==> src/logic/spv_consts.vh <==
// Purpose: constants for the serial program/verify port.
// Assumes: included by bare name from the design files that use it.
// Notes:   counts are in ref_clk cycles at 100 MHz.
//
// Functional notes
// Programmer holds clock and data low while mode select rises to high voltage.
// Entering the mode holds other logic in reset, I/O as inputs.
// Commands are six clocks, captured on falling edge, LSb first.
// Data phase is 16 clocks: start bit, word LSb first, stop bit.
// Programmer waits at least 1 us between command and data phase.
// Read phase drives LSb on the rising edge of cycle two.
// Load phase captures LSb on the falling edge of cycle two.
// Programmer waits at least 1 us before the next command.
// Sender changes data on rising edges, receiver samples on falling edges.
// User memory uses only the low 10 counter bits, upper 3 ignored.
// Addresses 0000h-1FFFh are user memory, 2000h-3FFFh configuration.
// Counter wraps 1FFFh to 0000h and 3FFFh to 2000h.
// Once in configuration space the counter top bit stays set.
// Configuration locations 2000h-200Fh exist, only 2000h-2007h usable.
// Identification words 2000h-2003h read true even when code protected.
// Programmer should write ID words as 11 1111 1000 plus four bits.
// Load configuration sets counter to 2000h, then loads a 14-bit word.
// Mode select below logic low leaves the mode.
// Programmer loads, programs, verifies, then increments each location.
// Load program data takes a 14-bit word at the current address.
// Read drives data pin from second rising edge, releases at sixteenth.
// Increment address advances the counter at once with wrap rules.
// Unknown command codes are ignored with no state change.

`ifndef SPV_CONSTS_VH
`define SPV_CONSTS_VH

// Frame sizes.
`define SPV_CMD_BITS      6
`define SPV_CMD_LAST      4'h5
`define SPV_WORD_BITS     14
`define SPV_FRAME_LAST    4'hF
`define SPV_PC_BITS       14

// Command codes, MSb on the left.
`define SPV_CMD_LOAD_CFG  6'h00
`define SPV_CMD_LOAD_PROG 6'h02
`define SPV_CMD_READ_PROG 6'h04
`define SPV_CMD_INC_ADDR  6'h06

// Address map.
`define SPV_PC_RESET      14'h0000
`define SPV_PC_CFG_BASE   14'h2000
`define SPV_PC_ID_LAST    14'h2003
`define SPV_PC_CFG_LAST   14'h2007
`define SPV_USER_BITS     10
`define SPV_CFG_BITS      4

// Least gap the programmer leaves between frames.
`define SPV_GAP_NS        1000
`define SPV_CLK_MHZ       100
`define SPV_GAP_CYC       ((`SPV_GAP_NS * `SPV_CLK_MHZ + 999) / 1000)

`endif

==> src/logic/spv_sync.v <==
// Purpose: two-stage synchroniser for a group of pin inputs.
// Assumes: each bit is an independent level.
// Notes:   first stage feeds only the second stage.

`timescale 1ns/1ps

module spv_sync #(
	parameter WIDTH = 4
) (
	input  wire             clk,
	input  wire             rstn,
	input  wire [WIDTH-1:0] asyncIn,
	output wire [WIDTH-1:0] syncOut
);

	reg [WIDTH-1:0] meta_reg;
	reg [WIDTH-1:0] sync_reg;

	// Two flip-flops settle each level into the clock domain.
	always @(posedge clk or negedge rstn) begin
		if (!rstn) begin
			meta_reg <= {WIDTH{1'b0}};
			sync_reg <= {WIDTH{1'b0}};
		end else begin
			meta_reg <= asyncIn;
			sync_reg <= meta_reg;
		end
	end

	assign syncOut = sync_reg;

endmodule

==> src/logic/spv_pc.v <==
// Purpose: program counter with split user and configuration spaces.
// Assumes: at most one of clear, setCfg and inc per cycle matters.
// Notes:   clear has priority, then setCfg, then inc.

`timescale 1ns/1ps
`include "spv_consts.vh"

module spv_pc (
	input  wire                    clk,
	input  wire                    rstn,
	input  wire                    clear,
	input  wire                    setCfg,
	input  wire                    inc,
	output wire [`SPV_PC_BITS-1:0] pc
);

	reg  [`SPV_PC_BITS-1:0] pc_reg;
	wire [`SPV_PC_BITS-2:0] lowInc;

	// Lower bits count on their own, so an increment never changes the top bit.
	assign lowInc = pc_reg[`SPV_PC_BITS-2:0] + 1'b1;

	// Counter update on mode entry, load configuration or increment.
	always @(posedge clk or negedge rstn) begin
		if (!rstn) begin
			pc_reg <= `SPV_PC_RESET;
		end else if (clear) begin
			// entry clears space
			pc_reg <= `SPV_PC_RESET;
		end else if (setCfg) begin
			// jump to 2000h
			pc_reg <= `SPV_PC_CFG_BASE;
		end else if (inc) begin
			// wrap within space
			pc_reg <= {pc_reg[`SPV_PC_BITS-1], lowInc};
		end
	end

	assign pc = pc_reg;

endmodule

==> src/logic/spv_port.v <==
// Purpose: serial program/verify port, device side.
// Assumes: pins and mode detectors are asynchronous to ref_clk.
// Notes:   the serial clock is sampled, so it must be well below ref_clk.

`timescale 1ns/1ps
`include "spv_consts.vh"

module spv_port (
	input  wire                     ref_clk,
	input  wire                     rstn,
	input  wire                     serialClkPin,
	input  wire                     serialDataIn,
	input  wire                     modeSelectHv,
	input  wire                     modeSelectLow,
	input  wire                     codeProtect,
	input  wire [`SPV_WORD_BITS-1:0] memRdData,
	output reg                      serialDataOut,
	output reg                      serialDataOe,
	output reg                      progMode,
	output reg                      coreResetHold,
	output reg  [`SPV_USER_BITS-1:0] memAddr,
	output reg                      memCfgSel,
	output reg                      memCfgReserved,
	output reg                      memLoadStrobe,
	output reg  [`SPV_WORD_BITS-1:0] memLoadData
);

	// ****************************************
	// States
	// ****************************************

	localparam [2:0] ST_OFF  = 3'h1;
	localparam [2:0] ST_CMD  = 3'h2;
	localparam [2:0] ST_DATA = 3'h4;

	// ****************************************
	// Declarations
	// ****************************************

	wire [3:0]                syncOut;
	wire                      sclk;
	wire                      sdat;
	wire                      hv;
	wire                      lowLvl;
	wire                      sclkRise;
	wire                      sclkFall;
	wire                      enterMode;
	wire [`SPV_PC_BITS-1:0]   pcVal;
	wire [`SPV_WORD_BITS-1:0] rdWord;
	wire [`SPV_CMD_BITS-1:0]  cmdWord;

	reg                       sclkPrev_reg;
	reg                       hvPrev_reg;
	reg                       lowSeen_reg;
	reg  [2:0]                state_reg;
	reg  [2:0]                state_next;
	reg  [3:0]                bitCnt_reg;
	reg  [3:0]                bitCnt_next;
	reg  [`SPV_CMD_BITS-1:0]  cmdShift_reg;
	reg  [`SPV_CMD_BITS-1:0]  cmdShift_next;
	reg  [`SPV_WORD_BITS-1:0] datShift_reg;
	reg  [`SPV_WORD_BITS-1:0] datShift_next;
	reg                       isRead_reg;
	reg                       isRead_next;
	reg                       dout_next;
	reg                       oe_next;
	reg                       strobe_next;
	reg  [`SPV_WORD_BITS-1:0] ldData_next;
	reg                       pcClear;
	reg                       pcSetCfg;
	reg                       pcInc;

	// ****************************************
	// Pin synchronisers
	// ****************************************

	// Every pin level passes two flip-flops before use.
	spv_sync #(
		.WIDTH (4)
	) uSync (
		.clk     (ref_clk),
		.rstn    (rstn),
		.asyncIn ({modeSelectLow, modeSelectHv, serialDataIn, serialClkPin}),
		.syncOut (syncOut)
	);

	// Names for the settled pin levels.
	assign sclk   = syncOut[0];
	assign sdat   = syncOut[1];
	assign hv     = syncOut[2];
	assign lowLvl = syncOut[3];

	// edges of serial clock
	assign sclkRise = sclk & ~sclkPrev_reg;
	assign sclkFall = ~sclk & sclkPrev_reg;

	// entry needs low pins
	assign enterMode = hv & ~hvPrev_reg & ~sclk & ~sdat & lowSeen_reg;

	// LSb first, newest bit on top
	assign cmdWord = {sdat, cmdShift_reg[`SPV_CMD_BITS-1:1]};

	// ****************************************
	// Program counter
	// ****************************************

	// Counter with the space wrap rules.
	spv_pc uPc (
		.clk    (ref_clk),
		.rstn   (rstn),
		.clear  (pcClear),
		.setCfg (pcSetCfg),
		.inc    (pcInc),
		.pc     (pcVal)
	);

	// only user space is masked
	assign rdWord = (codeProtect & ~pcVal[`SPV_PC_BITS-1]) ?
		{`SPV_WORD_BITS{1'b0}} : memRdData;

	// ****************************************
	// Frame engine
	// ****************************************

	// Next-state logic for commands and data phases.
	always @* begin
		state_next    = state_reg;
		bitCnt_next   = bitCnt_reg;
		cmdShift_next = cmdShift_reg;
		datShift_next = datShift_reg;
		isRead_next   = isRead_reg;
		dout_next     = serialDataOut;
		oe_next       = serialDataOe;
		strobe_next   = 1'b0;
		ldData_next   = memLoadData;
		pcClear       = 1'b0;
		pcSetCfg      = 1'b0;
		pcInc         = 1'b0;
		case (state_reg)
			ST_OFF: begin
				oe_next   = 1'b0;
				dout_next = 1'b0;
				if (enterMode) begin
					state_next  = ST_CMD;
					bitCnt_next = 4'h0;
					// fresh entry to user space
					pcClear     = 1'b1;
				end
			end
			ST_CMD: begin
				if (lowLvl) begin
					// mode exit
					state_next = ST_OFF;
				end else if (sclkFall) begin
					// shift command bit
					cmdShift_next = cmdWord;
					if (bitCnt_reg == `SPV_CMD_LAST) begin
						bitCnt_next   = 4'h0;
						datShift_next = {`SPV_WORD_BITS{1'b0}};
						case (cmdWord)
							`SPV_CMD_LOAD_CFG: begin
								// point at configuration
								pcSetCfg    = 1'b1;
								isRead_next = 1'b0;
								state_next  = ST_DATA;
							end
							`SPV_CMD_LOAD_PROG: begin
								// load at current address
								isRead_next = 1'b0;
								state_next  = ST_DATA;
							end
							`SPV_CMD_READ_PROG: begin
								isRead_next = 1'b1;
								state_next  = ST_DATA;
							end
							`SPV_CMD_INC_ADDR: begin
								// advance at once
								pcInc = 1'b1;
							end
							default: begin
								// unknown code ignored
								isRead_next = isRead_reg;
							end
						endcase
					end else begin
						bitCnt_next = bitCnt_reg + 4'h1;
					end
				end
			end
			ST_DATA: begin
				if (lowLvl) begin
					// mode exit mid frame
					state_next = ST_OFF;
					oe_next    = 1'b0;
					dout_next  = 1'b0;
				end else if (sclkRise) begin
					// bitCnt holds falls seen so far
					if (isRead_reg) begin
						if (bitCnt_reg == 4'h0) begin
							// Word is captured at the start bit.
							datShift_next = rdWord;
						end else if (bitCnt_reg == `SPV_FRAME_LAST) begin
							// release after stop edge
							oe_next   = 1'b0;
							dout_next = 1'b0;
						end else begin
							// drive next bit
							oe_next       = 1'b1;
							dout_next     = datShift_reg[0];
							datShift_next = {1'b0, datShift_reg[`SPV_WORD_BITS-1:1]};
						end
					end
				end else if (sclkFall) begin
					// capture word bits
					if (!isRead_reg && bitCnt_reg != 4'h0 &&
						bitCnt_reg != `SPV_FRAME_LAST) begin
						datShift_next = {sdat, datShift_reg[`SPV_WORD_BITS-1:1]};
					end
					if (bitCnt_reg == `SPV_FRAME_LAST) begin
						// stop bit ends frame
						state_next  = ST_CMD;
						bitCnt_next = 4'h0;
						oe_next     = 1'b0;
						dout_next   = 1'b0;
						if (!isRead_reg) begin
							strobe_next = 1'b1;
							ldData_next = datShift_reg;
						end
					end else begin
						bitCnt_next = bitCnt_reg + 4'h1;
					end
				end
			end
			default: begin
				state_next = ST_OFF;
				oe_next    = 1'b0;
				dout_next  = 1'b0;
			end
		endcase
	end

	// ****************************************
	// Registers
	// ****************************************

	// Frame state and pin history.
	always @(posedge ref_clk or negedge rstn) begin
		if (!rstn) begin
			sclkPrev_reg <= 1'b0;
			hvPrev_reg   <= 1'b0;
			lowSeen_reg  <= 1'b0;
			state_reg    <= ST_OFF;
			bitCnt_reg   <= 4'h0;
			cmdShift_reg <= 6'h00;
			datShift_reg <= 14'h0000;
			isRead_reg   <= 1'b0;
		end else begin
			sclkPrev_reg <= sclk;
			hvPrev_reg   <= hv;
			// pin must start from logic low
			if (lowLvl) begin
				lowSeen_reg <= 1'b1;
			end else if (hv & ~hvPrev_reg) begin
				lowSeen_reg <= 1'b0;
			end
			state_reg    <= state_next;
			bitCnt_reg   <= bitCnt_next;
			cmdShift_reg <= cmdShift_next;
			datShift_reg <= datShift_next;
			isRead_reg   <= isRead_next;
		end
	end

	// Registered outputs.
	always @(posedge ref_clk or negedge rstn) begin
		if (!rstn) begin
			serialDataOut  <= 1'b0;
			serialDataOe   <= 1'b0;
			progMode       <= 1'b0;
			coreResetHold  <= 1'b0;
			memAddr        <= 10'h000;
			memCfgSel      <= 1'b0;
			memCfgReserved <= 1'b0;
			memLoadStrobe  <= 1'b0;
			memLoadData    <= 14'h0000;
		end else begin
			serialDataOut <= dout_next;
			serialDataOe  <= oe_next;
			progMode      <= (state_next != ST_OFF);
			// core and I/O held in reset
			coreResetHold <= (state_next != ST_OFF);
			// low bits address user array
			// top bit picks the space
			if (pcVal[`SPV_PC_BITS-1]) begin
				memAddr <= {6'h00, pcVal[`SPV_CFG_BITS-1:0]};
			end else begin
				memAddr <= pcVal[`SPV_USER_BITS-1:0];
			end
			memCfgSel <= pcVal[`SPV_PC_BITS-1];
			// above 2007h is reserved
			memCfgReserved <= pcVal[`SPV_PC_BITS-1] & (pcVal > `SPV_PC_CFG_LAST);
			memLoadStrobe  <= strobe_next;
			memLoadData    <= ldData_next;
		end
	end

endmodule

==> config.mk <==
export PLATFORM = sky130hd
export DESIGN_NAME = spv_port
export DESIGN_NICKNAME = d
export VERILOG_FILES = /design/src/logic/spv_sync.v /design/src/logic/spv_pc.v /design/src/logic/spv_port.v
export VERILOG_INCLUDE_DIRS = /design/src /design/src/logic
export SDC_FILE = /design/constraint.sdc
export NUM_CORES = 1
export LEC_CHECK = 0
export BUFFER_PORTS_ARGS = -buffer_cell sky130_fd_sc_hd__buf_2
export CAP_MARGIN = 20
export CORE_MARGIN = 2
export CORE_UTILIZATION = 61
export CTS_CLUSTER_DIAMETER = 200
export CTS_CLUSTER_SIZE = 20
export DETAILED_ROUTE_END_ITERATION = 10
export PLACE_DENSITY = 0.83
export SKIP_LAST_GASP = 1
export SLEW_MARGIN = 30
export SYNTH_ARGS = -nofsm -noshare
export SYNTH_HDL_FRONTEND = slang
export SYNTH_SLANG_ARGS = --single-unit
==> constraint.sdc <==
create_clock -name ref_clk -period 6 [get_ports ref_clk]
set_input_delay 1.2 -clock ref_clk [delete_from_list [all_inputs] [get_ports ref_clk]]
set_output_delay 1.2 -clock ref_clk [all_outputs]
set_load 0.005 [all_outputs]
* Yosys cells after proc, flatten, opt, wreduce, memory -nomap -nowiden
Cells that the tools add are included.
** Storage, ports and cells
- Register bits :: 83
- Bits of input ports :: 21
- Output and inout bits :: 31
- Logic and storage cells :: 155
** Cells by class
- Add/subtract/negate cells :: 2
- $lt $le $gt $ge :: 1
- Equality and inequality tests :: 25
- Multiplexer cells :: 70
- Bitwise logic cells :: 17
- Reductions and logical operators :: 20
** Operators with widths (number)
- 14-bit two-way mux :: 13
- 1-bit two-way mux :: 32
- 4-bit two-way mux :: 8
- 14-bit case mux with 2 select lines :: 1
- 3-bit two-way mux :: 9
- 4-bit by 3-bit != test with 1-bit output, second input constant :: 4
- 14-bit greater-than comparator, second input constant :: 1
- 2-bit != test, second input constant :: 7
- 13-bit by 1-bit adder with 13-bit output, second input constant :: 1
- 13-bit two-way mux :: 1
- 6-bit by 3-bit equality test with 1-bit output, second input constant :: 2
- 4-bit case mux with 3 select lines :: 1
- 10-bit two-way mux :: 1
- 5-bit AND reduction :: 2
- 3-bit != test, second input constant :: 3
- 1-bit inverter :: 9
- 3-bit case mux with 3 select lines :: 1
- 9-bit AND reduction :: 1
- 1-bit AND :: 8
- 4-bit != test, second input constant :: 2
- 2-bit nonzero test :: 4
- 7-bit AND reduction :: 1
- 6-bit by 2-bit equality test with 1-bit output, second input constant :: 1
- 6-bit logical NOT :: 1
- 17 further kinds :: 21

* Longest topological paths before layout
- Depth after elaboration :: 9
- Mapped depth :: 9
- Gate-level depth less buffers :: 6

* By module
Synthesis repeated with hierarchy kept, for this count alone.
** Second synthesis, totals
- Cell total of the unflattened synthesis :: 324
- Area, all modules :: 3769.9 um2
** Modules (own cells, without submodules)
- spv_port :: instances 1, cells an instance 244, area each 2852.7 um2, sequential area each 1502.7 um2
- spv_pc :: instances 1, cells an instance 72, area each 716.9 um2, sequential area each 350.3 um2
- spv_sync :: instances 1, cells an instance 8, area each 200.2 um2, sequential area each 200.2 um2

* Worst setup path after synthesis
No wires, ideal clock.
- Kind :: register -> register
- Start point :: register state_reg[1]
- End point :: register memLoadData[10]
- Library setup time :: 0.125 ns
- Arrival time :: 2.251 ns
- Required time :: 5.875 ns
- Setup slack :: 3.625 ns
- Cell stages (with the launch flop) :: 6
- Buffers on the path :: 1
- Period minus slack after synthesis :: 2.375 ns
- Cell sequence :: dfrtp_1 -> or4b_4 -> or4b_1 -> nor2_2 -> buf_4 -> mux2_2
** Between the ends
- Cells in the longest elaborated chain, start to end :: 2
** Ends and longest elaborated chain
- start, declared :: line spv_port.v:55 : reg [2:0] state_reg;
- start signal, assigned :: line spv_port.v:266 : state_reg <= state_next;
- 3-bit equality test :: line spv_port.v:139 : case (state_reg)
- 6-bit AND reduction (no source line)
- end signal, assigned :: line spv_port.v:303 : memLoadData <= ldData_next;
- end, declared :: line spv_port.v:25 : output reg [`SPV_WORD_BITS-1:0] memLoadData
Every way passes these cells.
A chain may end at the register's enable or synchronous reset.

* Final worst setup path
Ends and elaborated chain as after synthesis.

==> results.txt <==
----------------------------------------------------
[Run status]
  Outcome ... completed

[Drt]
  Total DRC errors in the routed layout ... 0
  Post-Route WL ... 8.254 mm
  Vias per std cell ... 6.201
  First-pass DRT Iterations ... 4
  Average wire length per cell after detail routing ... 17.64 um
  Number of DRC markers in iteration 0 ... 299
  Total via count in the routed design ... 2902
  Number of nets with antenna violations after detailed routing ... 0

[Logic synthesis]
  Post-synth EDFFs ... 0
  Synthesized-area fraction occupied by ao, oa, aoi and oai cells ... 15.10%
  XOR/XNOR Fraction of Synth Area ... 0.2365%
  Proportion of synthesized area in mux cells ... 5.439%
  Adder-cell share of the synthesized area ... 2.027%
  Dominant combinational cell family by area after synthesis ... simple AND/OR/NAND/NOR gates
  Syn_nets ... 372
  Predominant post-synthesis flop cell ... sky130_fd_sc_hd__dfrtp_1
  Register bit count reported by yosys ... 82
  Average size of a mapped cell ... 10.73 um2
  Synth warn ... 0
  Post-Synth Simple-Gate Area ... 16.99%
  Synthesized area ... 0.003704 mm2
  Number of different library cells in the post-synthesis netlist ... 52
  Proportion of synthesized chip area in sequential cells ... 55.44%
  Cells after Synth ... 345
  Fraction of synthesis flops using an asynchronous set or reset pin ... 100.0%

[Final layout]
  Final standard cell count with taps included and fillers excluded ... 468
  Highest-count cells in the layout ignoring fill and taps ... 81 x sky130_fd_sc_hd__dfrtp_1, 50 x sky130_fd_sc_hd__buf_2, 23 x sky130_fd_sc_hd__inv_1, 20 x sky130_fd_sc_hd__nor2_1, 18 x sky130_fd_sc_hd__nand2_1
  Final Net Count ... 415
  Most common cell after layout, fill and taps aside ... sky130_fd_sc_hd__dfrtp_1
  Area grow syn2layout ... 13.75%
  Proportion of layout cells with a drive suffix above 1 ... 24.17%
  Number of diodes added for antenna fixing ... 0

[Global routing]
  Combined global-route utilization of all metal layers ... 26.74%
  Wire length of the first global-routing pass ... 13.50 mm
  M2 GR Usage ... 43.58%
  Antenna violations before repair ... 0
  GR Util met3 ... 5.934%
  GRT met1 Usage ... 33.58%
  Overflow left after global routing ... 0
  Vias in the first global route ... 2846
  Layer with the highest usage after global routing ... met2
  Maximum number of pins on one net before global-route repair ... 83

[Die]
  Die footprint ... 0.006711 mm2
  Area of the core ... 0.005886 mm2
  Die outline height ... 81.92 um
  Row count ... 28
  Io pins ... 52
  Effective utilization at floorplan ... 62.93%
  Chip Width ... 81.92 um

[Placed design]
  Post-Place Cells ... 452
  Post-detailed-placement half-perimeter wirelength ... 5.267 mm
  Number of input and output port buffers inserted ... 51
  Global placer's final weighted congestion ... 0.8829
  Worst slack, placed ... 3.250 ns

[Clocking]
  Resized Gates After CTS ... 0
  Post-CTS Repair Setup Buffers ... 0
  Number of H-tree levels ... 3
  Clock tree from TritonCTS ... done
  Clk sink count ... 82
  Number of hold buffers added after cts ... 0
  Library cell used as clock root buffer ... sky130_fd_sc_hd__clkbuf_8
  Clock transition at the registers of the reported paths ... 0.08 ns
  Clock insertion delay at the later pin of the skew report ... 0.36 ns
  Clock Path Buffers ... 2
  TritonCTS Buffers ... 9

[Worst setup path]
  Worst setup SP type ... flip-flop
  Worst reg2reg path startpoint ... state_reg[1]$_DFF_PN0_
  Kind of capture point of the worst setup path ... flip-flop
  Total stage count of the critical path ... 4
  Maximum fanout encountered on the critical timing path ... 15
  Setup CP Type ... reg -> reg
  Critical-path cell with the highest stage delay ... sky130_fd_sc_hd__nor2_2
  Worst setup slack for register-to-register paths ... 3.23 ns
  Top Family by Delay on Critical Path ... simple AND/OR/NAND/NOR gates
  Largest stage delay, worst path ... 0.64 ns
  Critical-path cell list ... or4b_4 > or4b_1 > nor2_2 > mux2_2
  Endpoint of the most critical register-to-register path ... memLoadData[10]$_DFFE_PN0P_
  Count of cells along the worst register-to-register path ... 4
  Combined buffer and inverter count along the critical path ... 0
  Endpoint arrival time on the critical path ... 3.02 ns
  Required @ worst endpoint ... 6.25 ns

[STA]
  Total Neg Setup Slack ... 0 ns
  Number of max-slew violations in the final report ... 0
  Final critical path time including I/O delays and setup ... 2.773 ns
  Number of hold-slack violations in the final timing report ... 0
  Actual transition at the worst max-transition pin ... 0.8101 ns
  Setup violations, final ... 0
  Headroom to the max-slew limit ... 45.91%
  Peak Freq ... 360.6 MHz
  Part of the cycle the worst path needs ... 46.21%
  Unrepaired setup endpoints after global routing ... no
  Layout Skew ... 0.006054 ns
  Worst Setup Slack, final ... 3.227 ns

[Min path]
  HP Start ... uSync.meta_reg[3]$_DFF_PN0_
  Classification of the worst-slack hold path ... reg -> reg
  Endpoint of the worst hold-timing path ... uSync.syncOut[3]$_DFF_PN0_
  Hold Path Stages ... 0

[Pwr]
  Cell leakage power ... 2.074 nW
  Worst vdd rail ir drop ... 133.0 uV
  Cell area power density ... 247.5 mW/mm2

[Run]
  Max-cap violations ... 0

----------------------------------------------------
-- synthesized netlist by cell type, types with 3 or more instances --
cell | n | area share [%]
sky130_fd_sc_hd__a21oi_1 | 13 | 1.8
sky130_fd_sc_hd__a31oi_1 | 16 | 2.7
sky130_fd_sc_hd__nor3b_1 | 4 | 0.81
sky130_fd_sc_hd__dfrtp_1 | 81 | 55
sky130_fd_sc_hd__mux2_2 | 17 | 5.2
sky130_fd_sc_hd__inv_1 | 23 | 2.3
sky130_fd_sc_hd__o21ai_0 | 11 | 1.5
sky130_fd_sc_hd__nand2_1 | 18 | 1.8
sky130_fd_sc_hd__o22ai_1 | 17 | 2.9
sky130_fd_sc_hd__nor2_1 | 20 | 2.0
sky130_fd_sc_hd__nand3_1 | 9 | 1.2
sky130_fd_sc_hd__nand2b_1 | 3 | 0.51
sky130_fd_sc_hd__ha_1 | 6 | 2.0
sky130_fd_sc_hd__or4_1 | 10 | 2.0
sky130_fd_sc_hd__or3_1 | 3 | 0.51
sky130_fd_sc_hd__clkbuf_1 | 17 | 1.7
sky130_fd_sc_hd__nor4_1 | 3 | 0.51
sky130_fd_sc_hd__nor3_1 | 6 | 0.81
sky130_fd_sc_hd__o31ai_1 | 7 | 1.4
sky130_fd_sc_hd__and3_1 | 4 | 0.68
sky130_fd_sc_hd__a21o_1 | 4 | 0.81
sky130_fd_sc_hd__nand4_1 | 6 | 1.0
sky130_fd_sc_hd__or2_2 | 3 | 0.51
sky130_fd_sc_hd__nor2b_1 | 8 | 1.4
-- kinds of logic after synthesis --
group                      count (synthesis)
DFF                                       82
AOI/OAI and AO/OA                         85
and+or+nand+nor                          110
buffers and inverters                     43
xor gates and xnor gates                   1
muxes                                     18
adders and majority gates                  6
-- where the power goes --
group	internal (mW)	total, mW	switching, mW
clock	0.236	0.438	0.203
sequential	0.557	0.561	0.00381
combinational	0.0156	0.0434	0.0278
total	0.808	1.04	0.234
-- metal layers --
layer,vias up,part of all wire [%]
met4,0,2.9
met2,125,50
met1,1405,41
met3,26,6.3
li1,1346,-
met5,-,0
-- worst reg2reg max path: cells and delay by family (launching register included) --
kind / cells / cell delay, ns
flip-flops: 1 / 0.46
multiplexers: 1 / 0.43
AND/OR/NAND/NOR: 3 / 1.78
-- worst max-delay path by stage --
stage | slack (ns) | from | endpoint
final | 3.23 | state_reg[1]$_DFF_PN0_ | memLoadData[10]$_DFFE_PN0P_
after global routing | 3.18 | state_reg[1]$_DFF_PN0_ | memLoadData[5]$_DFFE_PN0P_
after CTS | 3.23 | state_reg[1]$_DFF_PN0_ | memLoadData[10]$_DFFE_PN0P_
after detailed placement | 3.25 | state_reg[1]$_DFF_PN0_ | memLoadData[10]$_DFFE_PN0P_
after global placement | 3.33 | state_reg[1]$_DFF_PN0_ | memLoadData[11]$_DFFE_PN0P_
after floorplan | 3.62 | state_reg[1]$_DFF_PN0_ | memLoadData[10]$_DFFE_PN0P_
-- through the flow --
| step | total power, mW | util (%) | area, um2 | hold slack (ns) |
|---|---|---|---|---|
| 6_report | 1.043 | 71.58 | 4213 | 0.3513 |
| 5_1_grt | 1.080 | 71.58 | 4213 | 0.3657 |
| 4_1_cts | 1.048 | 71.51 | 4209 | 0.3529 |
| 3_5_place_dp | 0.6148 | 67.81 | 3991 | 0.3347 |
| 3_3_place_gp | 0.6122 | 67.62 | 3980 | 0.3320 |
| 2_1_floorplan | 0.5900 | - | 3704 | 0.3312 |
-- layout make-up --
class | count | area [um2]
clock buffer | 10 | 127.6
multi-input combinational | 220 | 1489
sequential | 82 | 2053
inverter | 23 | 86.33
tap | 75 | 93.84
fill | 386 | 1673
timing repair buffer | 52 | 272.8
clock inverter | 6 | 90.09
No activity file was read; power rests on OpenSTA's default activity.
